`src/tbpd_pkg.sv`:
```
package tbpd_pkg;

    // ------------------------------------------------------------
    // Geometry
    // ------------------------------------------------------------
    localparam int unsigned PINS = 2;
    localparam int unsigned AW   = 8;
    localparam int unsigned DW   = 32;

    // ------------------------------------------------------------
    // Register indices; byte address is four times the index
    // ------------------------------------------------------------
    localparam logic [5:0] DATA_IDX = 6'h0b;
    localparam logic [5:0] DIR_IDX  = 6'h0c;
    localparam logic [5:0] KIE_IDX  = 6'h0d;

    // ------------------------------------------------------------
    // Reset values and answers
    // ------------------------------------------------------------
    localparam logic [PINS-1:0] DIR_RST     = 2'h0;
    localparam logic [PINS-1:0] KIE_RST     = 2'h0;
    localparam logic [1:0]      RESP_OKAY   = 2'h0;
    localparam logic [1:0]      RESP_SLVERR = 2'h2;

    // ------------------------------------------------------------
    // Types
    // ------------------------------------------------------------
    typedef enum logic [1:0] {
        SEL_NONE = 2'b00,
        SEL_DATA = 2'b01,
        SEL_DIR  = 2'b10,
        SEL_KIE  = 2'b11
    } tbpd_sel_t;

    typedef enum logic {
        RD_IDLE = 1'b0,
        RD_RESP = 1'b1
    } tbpd_rd_t;

    function automatic tbpd_sel_t tbpd_decode(input logic [AW-1:0] addr);
        tbpd_sel_t sel;
        unique case (addr[AW-1:2])
            DATA_IDX: sel = SEL_DATA;
            DIR_IDX:  sel = SEL_DIR;
            KIE_IDX:  sel = SEL_KIE;
            default:  sel = SEL_NONE;
        endcase
        return sel;
    endfunction : tbpd_decode

endpackage : tbpd_pkg

```
`src/tbpd_pin_if.sv`:
```
`timescale 1ns/1ns
`default_nettype none
interface tbpd_pin_if;
    logic [1:0] level;
    logic [1:0] latch;
    logic [1:0] dir;
    logic [1:0] kie;

    modport sync_mp (output level);
    modport core_mp (input level, output latch, output dir, output kie);
    modport drv_mp  (input level, input latch, input dir, input kie);
endinterface : tbpd_pin_if
`default_nettype wire

```
`src/tbpd_top.sv`:
```
// The AXI4-Lite register port was decided locally.
`timescale 1ns/1ns
`default_nettype none
module tbpd_top (
    input  wire logic                     aclk,
    input  wire logic                     aresetn,
    input  wire logic                     ce,
    input  wire logic [tbpd_pkg::AW-1:0]  s_axi_awaddr,
    input  wire logic [2:0]               s_axi_awprot,
    input  wire logic                     s_axi_awvalid,
    output var  logic                     s_axi_awready,
    input  wire logic [tbpd_pkg::DW-1:0]  s_axi_wdata,
    input  wire logic [3:0]               s_axi_wstrb,
    input  wire logic                     s_axi_wvalid,
    output var  logic                     s_axi_wready,
    output var  logic [1:0]               s_axi_bresp,
    output var  logic                     s_axi_bvalid,
    input  wire logic                     s_axi_bready,
    input  wire logic [tbpd_pkg::AW-1:0]  s_axi_araddr,
    input  wire logic [2:0]               s_axi_arprot,
    input  wire logic                     s_axi_arvalid,
    output var  logic                     s_axi_arready,
    output var  logic [tbpd_pkg::DW-1:0]  s_axi_rdata,
    output var  logic [1:0]               s_axi_rresp,
    output var  logic                     s_axi_rvalid,
    input  wire logic                     s_axi_rready,
    input  wire logic [tbpd_pkg::PINS-1:0] pin_in,
    output var  logic [tbpd_pkg::PINS-1:0] pin_out,
    output var  logic [tbpd_pkg::PINS-1:0] pin_oe,
    output var  logic [tbpd_pkg::PINS-1:0] kbd_level
);
    import tbpd_pkg::*;

    // ------------------------------------------------------------
    // Storage
    // ------------------------------------------------------------
    logic [PINS-1:0] pin_data_latch_r;
    logic [PINS-1:0] port_pin_direction_r;
    logic [PINS-1:0] keypad_irq_enable_r;

    logic            aw_have_r;
    logic            aw_have_nxt;
    logic [AW-1:0]   awaddr_r;
    logic            w_have_r;
    logic            w_have_nxt;
    logic [DW-1:0]   wdata_r;
    logic [3:0]      wstrb_r;
    logic            bvalid_nxt;
    logic            aw_hs;
    logic            w_hs;
    logic            wr_fire;
    tbpd_sel_t       wr_sel;

    tbpd_rd_t        rd_state_r;
    tbpd_rd_t        rd_state_nxt;
    logic            ar_hs;
    logic [DW-1:0]   rd_word;
    logic [1:0]      rd_resp;
    logic [PINS-1:0] port_view;

    tbpd_pin_if pif ();

    // ------------------------------------------------------------
    // Pin side
    // ------------------------------------------------------------
    tbpd_sync u_sync (
        .aclk    (aclk),
        .aresetn (aresetn),
        .ce      (ce),
        .pin_in  (pin_in),
        .pif     (pif.sync_mp)
    );

    tbpd_drv u_drv (
        .aclk      (aclk),
        .aresetn   (aresetn),
        .ce        (ce),
        .pif       (pif.drv_mp),
        .pin_out   (pin_out),
        .pin_oe    (pin_oe),
        .kbd_level (kbd_level)
    );

    assign pif.latch = pin_data_latch_r;
    assign pif.dir   = port_pin_direction_r;
    assign pif.kie   = keypad_irq_enable_r;

    // ------------------------------------------------------------
    // Write channels
    // ------------------------------------------------------------
    // Address and data are taken in either order; the write lands
    // one cycle after both are held, on the same edge that raises the response.
    assign aw_hs   = s_axi_awvalid & s_axi_awready;
    assign w_hs    = s_axi_wvalid & s_axi_wready;
    assign wr_fire = aw_have_r & w_have_r & ~s_axi_bvalid;
    assign wr_sel  = tbpd_decode(awaddr_r);

    always_comb begin
        aw_have_nxt = aw_hs ? 1'b1 : (wr_fire ? 1'b0 : aw_have_r);
        w_have_nxt  = w_hs ? 1'b1 : (wr_fire ? 1'b0 : w_have_r);
        if (wr_fire) begin
            bvalid_nxt = 1'b1;
        end else if (s_axi_bvalid && s_axi_bready) begin
            bvalid_nxt = 1'b0;
        end else begin
            bvalid_nxt = s_axi_bvalid;
        end
    end

    always_ff @(posedge aclk) begin
        if (!aresetn) begin
            aw_have_r     <= 1'b0;
            w_have_r      <= 1'b0;
            s_axi_awready <= 1'b0;
            s_axi_wready  <= 1'b0;
            awaddr_r      <= '0;
            wdata_r       <= '0;
            wstrb_r       <= 4'h0;
        end else if (ce) begin
            aw_have_r     <= aw_have_nxt;
            w_have_r      <= w_have_nxt;
            s_axi_awready <= ~aw_have_nxt & ~bvalid_nxt;
            s_axi_wready  <= ~w_have_nxt & ~bvalid_nxt;
            if (aw_hs) begin
                awaddr_r <= s_axi_awaddr;
            end
            if (w_hs) begin
                wdata_r <= s_axi_wdata;
                wstrb_r <= s_axi_wstrb;
            end
        end
    end

    always_ff @(posedge aclk) begin
        if (!aresetn) begin
            s_axi_bvalid <= 1'b0;
            s_axi_bresp  <= RESP_OKAY;
        end else if (ce) begin
            s_axi_bvalid <= bvalid_nxt;
            if (wr_fire) begin
                s_axi_bresp <= (wr_sel == SEL_NONE) ? RESP_SLVERR : RESP_OKAY;
            end
        end
    end

    // ------------------------------------------------------------
    // Registers
    // ------------------------------------------------------------
    // No reset branch: the latches hold their contents across reset
    always_ff @(posedge aclk) begin
        if (ce && wr_fire && wr_sel == SEL_DATA && wstrb_r[0]) begin
            pin_data_latch_r <= wdata_r[PINS-1:0];
        end
    end

    always_ff @(posedge aclk) begin
        if (!aresetn) begin
            port_pin_direction_r <= DIR_RST;
            keypad_irq_enable_r  <= KIE_RST;
        end else if (ce && wr_fire && wstrb_r[0]) begin
            if (wr_sel == SEL_DIR) begin
                port_pin_direction_r <= wdata_r[PINS-1:0];
            end
            if (wr_sel == SEL_KIE) begin
                keypad_irq_enable_r <= wdata_r[PINS-1:0];
            end
        end
    end

    // ------------------------------------------------------------
    // Read channel
    // ------------------------------------------------------------
    assign ar_hs = s_axi_arvalid & s_axi_arready;

    // Per pin: latch when its direction bit is set, synchronised level when clear
    assign port_view = (port_pin_direction_r & pin_data_latch_r)
                     | (~port_pin_direction_r & pif.level);

    always_comb begin
        rd_word = '0;
        rd_resp = RESP_OKAY;
        unique case (tbpd_decode(s_axi_araddr))
            SEL_DATA: rd_word[PINS-1:0] = port_view;
            SEL_DIR:  rd_word[PINS-1:0] = port_pin_direction_r;
            SEL_KIE:  rd_word[PINS-1:0] = keypad_irq_enable_r;
            SEL_NONE: rd_resp = RESP_SLVERR;
        endcase
    end

    always_comb begin
        rd_state_nxt = rd_state_r;
        unique case (rd_state_r)
            RD_IDLE: if (ar_hs) begin
                rd_state_nxt = RD_RESP;
            end
            RD_RESP: if (s_axi_rready) begin
                rd_state_nxt = RD_IDLE;
            end
        endcase
    end

    always_ff @(posedge aclk) begin
        if (!aresetn) begin
            rd_state_r    <= RD_IDLE;
            s_axi_arready <= 1'b0;
            s_axi_rvalid  <= 1'b0;
        end else if (ce) begin
            rd_state_r    <= rd_state_nxt;
            s_axi_arready <= (rd_state_nxt == RD_IDLE);
            s_axi_rvalid  <= (rd_state_nxt == RD_RESP);
        end
    end

    always_ff @(posedge aclk) begin
        if (!aresetn) begin
            s_axi_rdata <= '0;
            s_axi_rresp <= RESP_OKAY;
        end else if (ce && ar_hs) begin
            s_axi_rdata <= rd_word;
            s_axi_rresp <= rd_resp;
        end
    end
endmodule : tbpd_top
`default_nettype wire

```
`src/tbpd_sync.sv`:
```
`timescale 1ns/1ns
`default_nettype none
module tbpd_sync (
    input  wire logic       aclk,
    input  wire logic       aresetn,
    input  wire logic       ce,
    input  wire logic [1:0] pin_in,
    tbpd_pin_if.sync_mp     pif
);
    import tbpd_pkg::*;

    // ------------------------------------------------------------
    // Two-stage synchroniser, one per pin
    // ------------------------------------------------------------
    for (genvar i = 0; i < PINS; i++) begin : g_pin
        logic meta_r;
        logic level_r;
        always_ff @(posedge aclk) begin
            if (!aresetn) begin
                meta_r  <= 1'b0;
                level_r <= 1'b0;
            end else if (ce) begin
                meta_r  <= pin_in[i];
                level_r <= meta_r;
            end
        end
        assign pif.level[i] = level_r;
    end

endmodule : tbpd_sync
`default_nettype wire

```
`src/tbpd_drv.sv`:
```
`timescale 1ns/1ns
`default_nettype none
module tbpd_drv (
    input  wire logic       aclk,
    input  wire logic       aresetn,
    input  wire logic       ce,
    tbpd_pin_if.drv_mp      pif,
    output var  logic [1:0] pin_out,
    output var  logic [1:0] pin_oe,
    output var  logic [1:0] kbd_level
);
    import tbpd_pkg::*;

    logic [PINS-1:0] drive;

    // ------------------------------------------------------------
    // Output buffers
    // ------------------------------------------------------------
    // A keypad-enabled pin never drives, whatever its direction bit
    assign drive = pif.dir & ~pif.kie;

    always_ff @(posedge aclk) begin
        if (!aresetn) begin
            pin_oe  <= DIR_RST;
            pin_out <= 2'h0;
        end else if (ce) begin
            pin_oe  <= drive;
            // Masked so the latch of a pin that is not driving never reaches the pad
            pin_out <= pif.latch & drive;
        end
    end

    always_ff @(posedge aclk) begin
        if (!aresetn) begin
            kbd_level <= 2'h0;
        end else if (ce) begin
            kbd_level <= pif.level & pif.kie;
        end
    end

endmodule : tbpd_drv
`default_nettype wire

```
`config.mk`:
```
export PLATFORM = sky130hd
export DESIGN_NAME = tbpd_top
export DESIGN_NICKNAME = d
export VERILOG_FILES = /design/src/tbpd_pkg.sv /design/src/tbpd_pin_if.sv /design/src/tbpd_top.sv /design/src/tbpd_sync.sv /design/src/tbpd_drv.sv
export SDC_FILE = /design/constraint.sdc
export NUM_CORES = 1
export LEC_CHECK = 0
export BUFFER_PORTS_ARGS = -buffer_cell sky130_fd_sc_hd__buf_2
export CAP_MARGIN = 15
export CORE_UTILIZATION = 35
export DETAILED_ROUTE_END_ITERATION = 10
export PLACE_DENSITY = 0.67
export SLEW_MARGIN = 20
export SYNTH_ARGS = -nofsm -noshare
export SYNTH_HDL_FRONTEND = slang
export SYNTH_HIERARCHICAL = 1
export SYNTH_SLANG_ARGS = --single-unit
```
`constraint.sdc`:
```
create_clock -name aclk -period 4.3 [get_ports aclk]
set_clock_uncertainty 0.1 [all_clocks]
set_input_delay 0.86 -clock aclk [delete_from_list [all_inputs] [get_ports aclk]]
set_output_delay 0.86 -clock aclk [all_outputs]
set_load 0.01 [all_outputs]
```
==> impl_metrics.toml <==
[critical_path]
critPathArrivalTime_ns = 2.40
worstPathRequired_ns = 4.37
path_max_fanout = 28
path_class = "in -> reg"
endpoint_kind = "register"
startpoint_type = "input port"

[place]
portBuffers = 39
dpl-instance-area_mm2 = 0.001904
gp_congestion = 0.6911
dp_hpwl_mm = 2.201
dpl_worst_slack_ns = 1.655

[cts]
postCtsSetupBuffers = 0
cts_hold_buf = 0
insertion_delay_ns = 0.29
clockRootBuffer = "clkbuf_8"
ctsResizeCount = 0
htreeDepth = 2
cts_buffers = 5
cts_num_sinks = 36
clk_path_buf_depth = 2
cts_tree = "done"
clkTransAtPathRegs_ns = 0.07

[power]
vdd_drop_max_v = 0.0001961
p_leak_uw = 0.0009457
powerDensity_mw_per_mm2 = 336.9

[sta]
fin_crit_sh_pct = 54.16
finalSetupTns_ns = 0
final_max_slew_viol_count = 0
rsz0062_at_grt = "no"
hold_viol = 0
relSlewSlack_pct = 65.42
final.setup.worst_slack_ns = 1.971
setup_viol = 0
fmax_mhz = 429.4
fin_crit_ns = 2.329
worstMarginPinSlew_ns = 0.5187

[layout]
final_util_pct = 41.61
nFillCells = 505
seq_area_um2 = 740.7
diodes = 0
stdcell_area_mm2 = 0.002004
post_route_cells_drive_above_1_share_pct = 23.77
multi_input_area_um2 = 877.1
nNetsFinal = 290
syn2layout_area_growth_pct = 11.48

[routing]
firstDrtPassIters = 4
drc = 0
avgViaCountPerCell = 4.341
vias = 1259
drt-initial-drc-count = 54
route.detailed.wl_per_inst_um = 10.25
ant_nets = 0
wirelength_mm = 2.972

[synthesis]
ys_types = 37
syn_inst = 184
synth_compound_area_share_pct = 9.395
synth_xor_area_share_pct = 0
yosysSeqAreaShare_pct = 41.20
avgSynthCellArea_um2 = 9.772
synth_area_leaders = "dfxtp_1, buf_4, mux2i_1"
synth_seq_cells = 36
muxShareOfSynthArea_pct = 13.08
yosysTopAreaCellShare_pct = 37.86
synth_edf_count = 2
synth_common_cells = "buf_4, dfxtp_1, mux2i_1"
synth_top_family_by_area = "simple AND/OR/NAND/NOR gates"
synth.largest_area_cell = "dfxtp_1"
synth_area_mm2 = 0.001798
synthFlopType = "dfxtp_1"
synth_fa_ha_area_share_pct = 0
yosysWarnings = 6
synthSimpleGateAreaFrac_pct = 19.62
async_flop_share_pct = 0

[grt]
grt_pass1_vias = 1088
antenna_found_initial = 0
grt_usage_pct = 11.69
grt_max_degree = 37
grt_pass1_wl_mm = 4.809
gr-total-overflow = 0

[floorplanning]
dieArea_mm2 = 0.005428
die_x_um = 73.68
ios = 115
chipHeight_um = 73.68
core_mm2 = 0.004817
start_util_pct = 37.32
core.rowCount = 25

[min_path]
min_path_type = "reg -> reg"

[status]
status = "complete, no violations"

[job]
drv_cap = 0
[critical path, cell delays in order]
cell     delay, ns
buf_2         0.39
and4b_1       0.37
nand3_2       0.13
or4_1         0.49
mux2i_1       0.15
[routing by layer]
metal / global-route usage (%) / up-vias / share of wire, %
li1: - / 645 / -
met1: 14.86 / 561 / 47
met2: 18.14 / 50 / 44
met3: 4.527 / 3 / 7.9
met4: 3.846 / 0 / 1.1
met5: 0 / - / 0
[state kept, by name, summed over array words and instances (netlist names), 2 cells and up]
name and cells:
u_sync/g_pin.level_r 2, u_drv/pin_oe 2, s_axi_rdata 2, pif.dir 2
awaddr_r 6, keypad_irq_enable_r 2, u_drv/pin_out 2, u_sync/g_pin.meta_r 2
u_drv/kbd_level 2, pif.latch 2, wdata_r 2
[cell type report]
| cell class | count | share of cell area, % |
|---|---|---|
| Inverter | 2 | 0.3745 |
| Clock buffer | 8 | 4.994 |
| Timing Repair Buffer | 39 | 9.738 |
| Tap cell | 67 | 4.182 |
| Sequential cell | 36 | 36.95 |
| Multi-Input combinational cell | 138 | 43.76 |
[path summary, 6_finish.rpt]
check	startpoint	end	slack, ns	cells past startpoint
hold / removal	wdata_r[0]	pif.latch[0]	0.36	0
setup reg to reg	w_have_r	pif.dir[0]	2.62	4
setup / recovery	ce	pif.dir[0]	1.97	5
hold reg to reg	wdata_r[0]	pif.latch[0]	0.36	0
[logic make-up after synthesis]
family | count (synthesis)
buffers and inverters | 41
other | 1
AO/OA/AOI/OAI | 24
AND/OR/NAND/NOR | 59
multiplexers | 23
flip-flops | 36
[stage by stage]
step	cells	total power [µW]	hold WS [ns]
global placement	282	420.9	0.3458
global route	290	703.9	0.3670
finish	290	675.2	0.3591
detailed placement	282	422.1	0.3483
floorplan	215	423.0	0.3298
CTS	290	681.6	0.3623
[power breakdown]
group          switching (µW)  leakage, µW  internal (µW)
sequential               6.31     0.000291            345
clock                     115    0.0000515            146
combinational            36.6     0.000603           26.4
[placed cells by master (no fill, tap or decap), drive strengths merged]
cell / instances
o211a: 1
and4b: 1
nor3b: 2
or3b: 1
clkbuf: 8
nand2: 12
and2: 1
and3: 1
nor3: 2
conb: 32
a21oi: 2
o21ai: 4
nand4: 1
a31oi: 1
or4: 1
mux2i: 19
a21boi: 8
a211oi: 2
o21a: 2
or4b: 1
o31ai: 1
nor2b: 17
nand2b: 6
a21o: 1
nand3: 7
dfxtp: 34
buf: 39
nand3b: 2
nor2: 2
a221oi: 2
mux2: 4
inv: 2
edfxtp: 2
nand4b: 2
Note: power is estimated with default switching activity, not from simulation.
